[src/common/dpc_params.svh]
// constants of the debug port control and status block
`ifndef DPC_PARAMS_SVH
`define DPC_PARAMS_SVH

// ************************************************
// register offsets
// ************************************************
`define DPC_OFS_REVISION 4'h0
`define DPC_OFS_ERROR 4'h1
`define DPC_OFS_PHY_CTRL 4'h2
`define DPC_OFS_PORT_CTRL 4'h3
`define DPC_OFS_KEY_STATUS 4'h7
`define DPC_OFS_RESET_REQ 4'h8

// ************************************************
// field positions
// ************************************************
`define DPC_BIT_INTER_BYTE_DELAY_EN 7
`define DPC_BIT_PARITY_IGN 5
`define DPC_BIT_TIMEOUT_OFF 4
`define DPC_BIT_RESP_OFF 3
`define DPC_BIT_NACK_SUPP 4
`define DPC_BIT_CONT_OFF 3
`define DPC_BIT_PORT_DIS 2
`define DPC_BIT_UROW_KEY 5
`define DPC_BIT_NVM_KEY 4
`define DPC_BIT_ERASE_KEY 3

// ************************************************
// reset values and codes
// ************************************************
`define DPC_RST_BYTE 8'h00
`define DPC_RESET_SIG 8'h59
`define DPC_RUN_SIG 8'h00
`define DPC_ERR_NONE 3'h0
`define DPC_ERR_PARITY 3'h1
`define DPC_ERR_FRAME 3'h2
`define DPC_ERR_TIMEOUT 3'h3
`define DPC_ERR_CLOCK 3'h4
`define DPC_ERR_BUS 3'h6
`define DPC_ERR_CONTENTION 3'h7
`define DPC_GT_RESERVED 3'h7
`define DPC_GT_DEFAULT 3'h0

// ************************************************
// timing counts
// ************************************************
`define DPC_CNT_W 17
`define DPC_GUARD_MAX 17'h00080
`define DPC_TIMEOUT_CYCLES 65536
`define DPC_IDLE_BITS 2
`define DPC_BIT_CYCLES 4

`endif

[src/common/dpc_pkg.sv]
// types of the debug port control and status block
`include "dpc_params.svh"

package dpc_pkg;

    // register access from the link layer
    typedef struct packed {
        logic wr;
        logic rd;
        logic [3:0] addr;
        logic [7:0] wdata;
    } dpc_reg_req_s;

    // configuration seen by the link layer
    typedef struct packed {
        logic inter_byte_delay_en;
        logic parity_ignore;
        logic timeout_detect_off;
        logic response_sig_off;
        logic [2:0] guard_time_sel;
        logic nack_suppress;
        logic contention_detect_off;
    } dpc_cfg_s;

    // state of the delay counter
    typedef struct packed {
        logic [`DPC_CNT_W-1:0] cnt;
        logic busy;
        logic done;
    } dpc_dly_s;

    // state of the register block
    typedef struct packed {
        logic enabled;
        dpc_cfg_s cfg;
        logic [2:0] error_signature;
        logic user_row_key_flag;
        logic nvm_prog_key_flag;
        logic erase_key_flag;
        logic [7:0] reset_request_value;
        logic [7:0] rdata;
        logic rvalid;
        logic nack_pulse;
        logic session_end;
        logic sys_reset_q;
    } dpc_state_s;

endpackage

[src/core/dpc_delay.sv]
// down counter that times one delay after a start pulse
`timescale 1ns/10ps
`include "dpc_params.svh"

module dpc_delay (
    // clock and reset
    input wire logic clk_i,
    input wire logic rstn_i,
    // control
    input wire logic start_i,
    input wire logic cancel_i,
    input wire logic [`DPC_CNT_W-1:0] load_i,
    // status
    output logic busy_o,
    output logic done_o
);

    dpc_pkg::dpc_dly_s st;
    dpc_pkg::dpc_dly_s next_st;

    always_comb begin
        next_st = st;
        next_st.done = 1'b0;
        if (cancel_i) begin
            next_st.busy = 1'b0;
            next_st.cnt = '0;
        end else if (start_i) begin
            // a zero load still takes one cycle
            next_st.busy = 1'b1;
            next_st.cnt = (load_i == '0) ? `DPC_CNT_W'(1) : load_i;
        end else if (st.busy) begin
            if (st.cnt == `DPC_CNT_W'(1)) begin
                next_st.busy = 1'b0;
                next_st.done = 1'b1;
            end
            next_st.cnt = st.cnt - `DPC_CNT_W'(1);
        end
    end

    always_ff @(posedge clk_i or negedge rstn_i) begin
        if (!rstn_i) begin
            st <= '0;
        end else begin
            st <= next_st;
        end
    end

    assign busy_o = st.busy;
    assign done_o = st.done;

endmodule

[src/core/dpc_regs.sv]
// control and status registers of the single-pin debug port
// Notes on behaviour
// - registers reachable only through the debug link
// - read-only revision in status bits 7:4
// - error field loads on error, clears on read
// - error codes fixed per error kind
// - inter-byte delay adds two idle bits
// - parity ignore bit skips parity checks
// - access response times out after 65536 cycles
// - response signature off bit suppresses signatures
// - guard time 128 down to 2 cycles
// - nack suppress bit blocks nack on reset
// - contention detection runs while off bit clear
// - port disable drops clock, resets config, keys
// - user-row key flag set on decode, written last
// - nvm key flag clears when programming starts
// - erase key flag clears on reset request
// - system held in reset while value 0x59
// - system reset leaves port state untouched
// - key flags reset to zero, user-row writable
// - clock request high while port enabled
`timescale 1ns/10ps
`include "dpc_params.svh"

module dpc_regs #(
    parameter logic [3:0] REVISION = 4'h1, // arbitrary value
    parameter int TIMEOUT_CYCLES = `DPC_TIMEOUT_CYCLES,
    parameter int BIT_CYCLES = `DPC_BIT_CYCLES
) (
    // clock and reset
    input wire logic CLK_I,
    input wire logic RSTN_I,
    // register access from the link layer
    input wire dpc_pkg::dpc_reg_req_s REG_REQ_I,
    output logic [7:0] REG_RDATA_O,
    output logic REG_RVALID_O,
    // error reports from the link layer
    input wire logic PARITY_ERR_I,
    input wire logic CONTENTION_I,
    input wire logic ERR_VALID_I,
    input wire logic [2:0] ERR_CODE_I,
    // access layer handshake
    input wire logic ACC_REQ_I,
    input wire logic ACC_ACK_I,
    output logic TIMEOUT_O,
    // transmit timing
    input wire logic TURNAROUND_I,
    output logic GUARD_BUSY_O,
    input wire logic MULTI_BYTE_SENT_I,
    output logic TX_HOLD_O,
    // load and store in progress
    input wire logic LDST_BUSY_I,
    output logic NACK_SEND_O,
    // key decoding and system status
    input wire logic USER_ROW_KEY_I,
    input wire logic NVM_PROG_KEY_I,
    input wire logic ERASE_KEY_I,
    input wire logic NVM_PROG_STATUS_I,
    input wire logic PORT_ENABLE_I,
    // outputs to the link and the system
    output dpc_pkg::dpc_cfg_s CFG_O,
    output logic RESP_SIG_EN_O,
    output logic PARITY_CHECK_EN_O,
    output logic CONTENTION_DET_EN_O,
    output logic PORT_ENABLED_O,
    output logic PORT_RESET_O,
    output logic SYSTEM_CLOCK_REQUEST_O,
    output logic SYS_RESET_O,
    output logic SESSION_END_O
);

    // ************************************************
    // parameter checks
    // ************************************************
    localparam int GAP_CYCLES = `DPC_IDLE_BITS * BIT_CYCLES;

    generate
        if (TIMEOUT_CYCLES < 1 || TIMEOUT_CYCLES >= (1 << `DPC_CNT_W))
        begin : g_bad_timeout
            $error("timeout count does not fit the counter");
        end
        if (BIT_CYCLES < 1 || GAP_CYCLES >= (1 << `DPC_CNT_W)) begin : g_bad_bit
            $error("bit time does not fit the counter");
        end
    endgenerate

    dpc_pkg::dpc_state_s st;
    dpc_pkg::dpc_state_s next_st;

    // ************************************************
    // error sources
    // ************************************************
    logic timeout_done;
    logic err_hit;
    logic [2:0] err_code;
    logic port_dis_wr;
    logic [`DPC_CNT_W-1:0] guard_load;
    logic [2:0] guard_code;
    logic wr_hit;
    logic rd_hit;

    assign wr_hit = REG_REQ_I.wr && st.enabled;
    assign rd_hit = REG_REQ_I.rd && st.enabled;
    assign port_dis_wr = wr_hit && REG_REQ_I.addr == `DPC_OFS_PORT_CTRL
        && REG_REQ_I.wdata[`DPC_BIT_PORT_DIS];

    always_comb begin
        err_hit = 1'b1;
        err_code = `DPC_ERR_NONE;
        if (CONTENTION_I && !st.cfg.contention_detect_off) begin
            err_code = `DPC_ERR_CONTENTION;
        // parity error gated by ignore bit
        end else if (PARITY_ERR_I && !st.cfg.parity_ignore) begin
            err_code = `DPC_ERR_PARITY;
        end else if (timeout_done) begin
            err_code = `DPC_ERR_TIMEOUT;
        end else if (ERR_VALID_I && ERR_CODE_I != 3'h5
                && ERR_CODE_I != `DPC_ERR_NONE) begin
            err_code = ERR_CODE_I;
        end else begin
            err_hit = 1'b0;
        end
    end

    // ************************************************
    // guard time selection
    // ************************************************
    always_comb begin
        guard_code = st.cfg.guard_time_sel;
        // reserved code falls back to default
        if (guard_code == `DPC_GT_RESERVED) begin
            guard_code = `DPC_GT_DEFAULT;
        end
        guard_load = `DPC_GUARD_MAX >> guard_code;
    end

    // ************************************************
    // register state
    // ************************************************
    always_comb begin
        next_st = st;
        next_st.rvalid = 1'b0;
        next_st.nack_pulse = 1'b0;
        next_st.session_end = 1'b0;
        next_st.sys_reset_q = SYS_RESET_O;
        if (PORT_ENABLE_I) begin
            next_st.enabled = 1'b1;
        end

        if (rd_hit) begin
            next_st.rvalid = 1'b1;
            case (REG_REQ_I.addr)
                `DPC_OFS_REVISION: next_st.rdata = {REVISION, 4'h0};
                `DPC_OFS_ERROR: next_st.rdata = {5'h00, st.error_signature};
                `DPC_OFS_PHY_CTRL: begin
                    next_st.rdata = {st.cfg.inter_byte_delay_en, 1'b0,
                        st.cfg.parity_ignore, st.cfg.timeout_detect_off,
                        st.cfg.response_sig_off, st.cfg.guard_time_sel};
                end
                `DPC_OFS_PORT_CTRL: begin
                    next_st.rdata = {3'h0, st.cfg.nack_suppress,
                        st.cfg.contention_detect_off, 3'h0};
                end
                `DPC_OFS_KEY_STATUS: begin
                    next_st.rdata = {2'h0, st.user_row_key_flag,
                        st.nvm_prog_key_flag, st.erase_key_flag, 3'h0};
                end
                `DPC_OFS_RESET_REQ: next_st.rdata = st.reset_request_value;
                default: next_st.rdata = `DPC_RST_BYTE;
            endcase
            if (REG_REQ_I.addr == `DPC_OFS_ERROR) begin
                next_st.error_signature = `DPC_ERR_NONE;
            end
        end

        if (wr_hit) begin
            case (REG_REQ_I.addr)
                `DPC_OFS_PHY_CTRL: begin
                    next_st.cfg.inter_byte_delay_en =
                        REG_REQ_I.wdata[`DPC_BIT_INTER_BYTE_DELAY_EN];
                    next_st.cfg.parity_ignore =
                        REG_REQ_I.wdata[`DPC_BIT_PARITY_IGN];
                    next_st.cfg.timeout_detect_off =
                        REG_REQ_I.wdata[`DPC_BIT_TIMEOUT_OFF];
                    next_st.cfg.response_sig_off =
                        REG_REQ_I.wdata[`DPC_BIT_RESP_OFF];
                    next_st.cfg.guard_time_sel = REG_REQ_I.wdata[2:0];
                end
                `DPC_OFS_PORT_CTRL: begin
                    next_st.cfg.nack_suppress =
                        REG_REQ_I.wdata[`DPC_BIT_NACK_SUPP];
                    next_st.cfg.contention_detect_off =
                        REG_REQ_I.wdata[`DPC_BIT_CONT_OFF];
                end
                `DPC_OFS_KEY_STATUS: begin
                    next_st.user_row_key_flag =
                        REG_REQ_I.wdata[`DPC_BIT_UROW_KEY];
                    next_st.session_end = 1'b1;
                end
                `DPC_OFS_RESET_REQ: begin
                    next_st.reset_request_value = REG_REQ_I.wdata;
                    if (REG_REQ_I.wdata == `DPC_RESET_SIG) begin
                        next_st.erase_key_flag = 1'b0;
                    end
                end
                default: begin
                end
            endcase
        end

        if (NVM_PROG_STATUS_I) begin
            next_st.nvm_prog_key_flag = 1'b0;
        end
        // key decode sets win over clears, but a port disable write still clears the flags
        if (st.enabled && USER_ROW_KEY_I) begin
            next_st.user_row_key_flag = 1'b1;
        end
        if (st.enabled && NVM_PROG_KEY_I) begin
            next_st.nvm_prog_key_flag = 1'b1;
        end
        if (st.enabled && ERASE_KEY_I) begin
            next_st.erase_key_flag = 1'b1;
        end
        // new error wins over read clear
        if (st.enabled && err_hit) begin
            next_st.error_signature = err_code;
        end
        // nack on reset during load or store
        if (SYS_RESET_O && !st.sys_reset_q && LDST_BUSY_I
                && !st.cfg.nack_suppress) begin
            next_st.nack_pulse = 1'b1;
        end

        if (port_dis_wr) begin
            next_st = '0;
            next_st.sys_reset_q = SYS_RESET_O;
        end
    end

    // the port reset input clears this but leaves the port enabled; a port disable write clears all of it but sys_reset_q, which takes SYS_RESET_O
    always_ff @(posedge CLK_I or negedge RSTN_I) begin
        if (!RSTN_I) begin
            st <= '0;
            st.enabled <= 1'b1;
        end else begin
            st <= next_st;
        end
    end

    // ************************************************
    // timers
    // ************************************************
    // wait for access layer answer
    dpc_delay u_timeout (
        .clk_i(CLK_I),
        .rstn_i(RSTN_I),
        .start_i(ACC_REQ_I && st.enabled && !st.cfg.timeout_detect_off),
        .cancel_i(ACC_ACK_I || !st.enabled || st.cfg.timeout_detect_off),
        .load_i(`DPC_CNT_W'(TIMEOUT_CYCLES)),
        .busy_o(),
        .done_o(timeout_done)
    );

    dpc_delay u_guard (
        .clk_i(CLK_I),
        .rstn_i(RSTN_I),
        .start_i(TURNAROUND_I && st.enabled),
        .cancel_i(!st.enabled),
        .load_i(guard_load),
        .busy_o(GUARD_BUSY_O),
        .done_o()
    );

    // two idle bits between load bytes
    dpc_delay u_gap (
        .clk_i(CLK_I),
        .rstn_i(RSTN_I),
        .start_i(MULTI_BYTE_SENT_I && st.cfg.inter_byte_delay_en),
        .cancel_i(!st.enabled),
        .load_i(`DPC_CNT_W'(GAP_CYCLES)),
        .busy_o(TX_HOLD_O),
        .done_o()
    );

    // ************************************************
    // outputs
    // ************************************************
    // read data only on the link register port
    assign REG_RDATA_O = st.rdata;
    assign REG_RVALID_O = st.rvalid;
    assign TIMEOUT_O = timeout_done;
    assign NACK_SEND_O = st.nack_pulse;
    assign SESSION_END_O = st.session_end;
    assign CFG_O = st.cfg;
    assign RESP_SIG_EN_O = !st.cfg.response_sig_off;
    assign PARITY_CHECK_EN_O = !st.cfg.parity_ignore;
    assign CONTENTION_DET_EN_O = !st.cfg.contention_detect_off;
    assign PORT_ENABLED_O = st.enabled;
    assign PORT_RESET_O = !st.enabled;
    assign SYSTEM_CLOCK_REQUEST_O = st.enabled;
    assign SYS_RESET_O = st.reset_request_value == `DPC_RESET_SIG;

endmodule

[config.mk]
export PLATFORM = sky130hd
export DESIGN_NAME = dpc_regs
export DESIGN_NICKNAME = d
export VERILOG_FILES = /design/src/common/dpc_pkg.sv /design/src/core/dpc_delay.sv /design/src/core/dpc_regs.sv
export VERILOG_INCLUDE_DIRS = /design/src /design/src/common
export SDC_FILE = /design/constraint.sdc
export NUM_CORES = 1
export LEC_CHECK = 0
export BUFFER_PORTS_ARGS = -buffer_cell sky130_fd_sc_hd__clkbuf_2
export CORE_MARGIN = 4
export CORE_UTILIZATION = 30
export CTS_BUF_LIST = sky130_fd_sc_hd__clkbuf_8 sky130_fd_sc_hd__clkbuf_16
export DETAILED_ROUTE_END_ITERATION = 8
export HOLD_SLACK_MARGIN = 0.02
export SYNTH_ARGS = -nofsm -noshare
export SYNTH_HDL_FRONTEND = slang
export SYNTH_SLANG_ARGS = --single-unit
[constraint.sdc]
create_clock -name CLK_I -period 2.2 [get_ports CLK_I]
set_input_delay 0.44 -clock CLK_I [delete_from_list [all_inputs] [get_ports CLK_I]]
set_output_delay 0.44 -clock CLK_I [all_outputs]
set_load 0.02 [all_outputs]
==> metrics.csv <==
metric,value,unit
outcome,finished clean,
grt total ovfl,0,
syn nets,528,
RSZ-0062 raised after global routing,no,
Leak,2.689,nW
final hold vios,0,
register bit total from synthesis,91,
PD cells,996.4,mW/mm^2
Setup-failing EPs final,0,
Worst path top cell family by delay,simple AND/OR/NAND/NOR gates,
Final nets,590,
Slew Limit Fails,0,
CP most frequent cell,or4_4,
Buf/Inv on CP,0,
sequential fraction of the synthesis area,0.4772,
post-DR wirelength/cell,15.50,microns
antenna violations before repair,0,
"EDFF count, synth",0,
slowest cell delay on critical path,560,ps
Initial Util,0.3106,
Psw,1.893,mW
vias per inst,5.066,
Rel. slew slack,0.6381,
Yosys Warn Count,0,
crit path DAT,2390,ps
post-synth cell types,59,
Sw Share,0.3347,
synthesized area,0.004775,sq mm
Async SR Flop Fraction,1.000,
Tot GR Track Use,0.1351,
layout cell share with drive strength beyond 1,0.2029,
Comb pwr share,0.286,
CTS root buf,clkbuf_16,
H-tree depth,3,
CP max FO,6,
CTS buffer count,9,
Num Clock Sinks,91,
Place WS,91.85,ps
synthesized area per cell,9.744,sq um
min-delay worst type,input pin to flip-flop,
Seq pwr share,0.413,
startpoint type of the worst setup path,flip-flop,
Port Buffers,61,
Core ar.,0.01537,sq mm
period utilization,0.9674,
worst-margin pin slew,541.5,ps
drt drc,0,
CP cell instances,or4_4 -> or4_4 -> or4_1 -> a21oi_1,
Clock Path Buffers,2,
R2R depth,4,
setup_tns,0,ps
setup bufs post-CTS,0,
"Primary FF master, synth",dfrtp_1,
Top-Level Pins,62,
Slowest cell on crit path,or4_4,
critical path required time,2460,ps
die height,134.2,microns
Max rail drop VDD,0.3669,mV
# diodes,0,
maxcap violations,0,
Pint,3.762,mW
gpl congestion,0.8349,
first-pass GRT wire length,19790,microns
vias in the first global route,3924,
Skew-Pair Late Insertion Delay,340,ps
clock network fraction of total power,0.300,
Die W,134.2,microns
drt pass-1 iters,4,
CTS tree,yes,
CP Depth,4,
hold path cells,3,
Synth top area share,0.4717,
FP Rows,45,
Mapped Cells,490,
Setup WS post-layout,71.74,ps
Crit. End Element,flip-flop,
Yosys top cell by area,dfrtp_1,
Setup CP Type,flip-flop to flip-flop,
DP HPWL,8784,microns
Max Clock Skew,7.388,ps
P&R area growth vs syn,18.87,%
"Min Clock Period, post-route",2128,ps
DRT Wirelength,11900,microns
Die ar.,0.01800,sq mm
via count,3891,
Synth area leaders,"dfrtp_1 (47%), nor2_1 (5.0%), mux2i_1 (4.0%)",
Worst-path clk slew,60,ps
DRT iter0 DRCs,239,
max frequency,469.9,MHz
Routed Antenna Nets,0,
largest net degree at the start of global routing,61,
[area by class of cell]
class	count	area [sq um]
tap	211	264.0
sequential	91	2278
multi-input combinational	348	2237
clock inverter	5	76.32
inverter	17	63.81
timing repair buffer	85	503.0
clock buffer	11	252.7
fill	1527	9696
[repair_timing]
| action | in CTS | in global routing |
|---|---|---|
| gates resized for setup | 0 | 1 |
| setup endpoints to repair | 0 | 1 |
| hold buffers | 1 | 0 |
| hold endpoints to repair | 21 | 0 |
[worst register-to-register path, stage by stage (launching register included)]
cell	delay [ps]
dfrtp_1	410
or4_4	560
or4_4	450
or4_1	470
a21oi_1	160
[cells in the final DEF, fill, tap and decap left out, drive strengths merged, types with 3 or more instances in the layout]
cell and n:
dfrtp 90, clkbuf 71, nor2 63, nand2 25
a21oi 24, buf 24, o21ai 20, mux2i 19
inv 18, xnor2 17, or3 16, nor4 15
or4 15, nor3 13, nand3 12, xor2 10
nand4 8, o31ai 6, nor2b 6, o211ai 6
o2bb2ai 6, ha 6, nand2b 5, or3b 4
a22oi 4, and2 4, o22ai 4, nand4b 3
and3 3, o41ai 3, a22o 3
[synth_stat cells, types with 4 or more instances]
cell	number
a21oi_1	24
a22oi_1	4
and2_1	4
buf_4	18
clkbuf_1	14
dfrtp_1	90
ha_1	6
inv_1	17
mux2i_1	19
nand2_1	25
nand2b_1	5
nand3_1	12
nand4_1	8
nor2_1	63
nor2b_1	6
nor3_1	13
nor4_1	14
o211ai_1	6
o21ai_0	20
o22ai_1	4
o2bb2ai_1	6
o31ai_1	6
or3_1	14
or3b_2	4
or4_1	11
xnor2_1	17
xor2_1	10
[registers in the layout, indices dropped and copies added, names as in the netlist, 8 cells and up]
register and flops:
u_guard.st 17, st 15, u_gap.st 17, REG_RDATA_O 8
u_timeout.st 17, CFG_O 9
[final timing paths]
check                               start              to  slack, ps
min in group asynchronous          RSTN_I  u_guard.busy_o        560
max in group asynchronous          RSTN_I          st[22]       1010
hold / removal              PORT_ENABLE_I  PORT_ENABLED_O        320
hold reg to reg            REG_RDATA_O[2]  REG_RDATA_O[2]        500
setup / recovery           u_guard.st[12]  u_guard.st[18]         70
setup reg to reg           u_guard.st[12]  u_guard.st[18]         70
[logic make-up (layout without fill, tap and decap cells)]
kind of cell,after synthesis,count (layout),share of synthesized area
and+or+nand+nor,204,204,0.2353
AOI/OAI and AO/OA,91,91,0.1253
DFF,91,91,0.4772
buffers and inverters,51,118,0.05477
xor gates and xnor gates,27,27,0.04953
muxes,20,20,0.04219
adders and majority gates,6,6,0.01572
[layer usage]
layer | up-vias | global-route usage | share of wire
met2 | 78 | 0.2190 | 0.49
met4 | 0 | 0.04695 | 0.0086
met5 | - | 0 | 0
met1 | 1913 | 0.1840 | 0.47
met3 | 9 | 0.02213 | 0.038
li1 | 1891 | - | -
[power groups by stage]
stage | clock (mW) | sequential [mW] | combinational (mW)
after global routing | 1.82 | 2.38 | 1.82
after CTS | 1.74 | 2.33 | 1.64
after global placement | 0 | 2.33 | 1.58
after detailed placement | 0 | 2.36 | 1.62
final | 1.70 | 2.34 | 1.62
after floorplan | 0 | 2.26 | 1.21
[through the flow]
step | total power [mW] | cells | area, sq um | util | hold WS [ps]
after global placement | 3.911 | 751 | 5334 | 0.3470 | 360.6
after detailed placement | 3.977 | 751 | 5334 | 0.3470 | 370.0
after global routing | 6.024 | 768 | 5675 | 0.3692 | 334.5
final | 5.655 | 768 | 5675 | 0.3692 | 317.4
after CTS | 5.716 | 768 | 5673 | 0.3691 | 307.6
after floorplan | 3.477 | 490 | 4775 | - | 144.4
No activity file was read; power rests on OpenSTA's default activity.
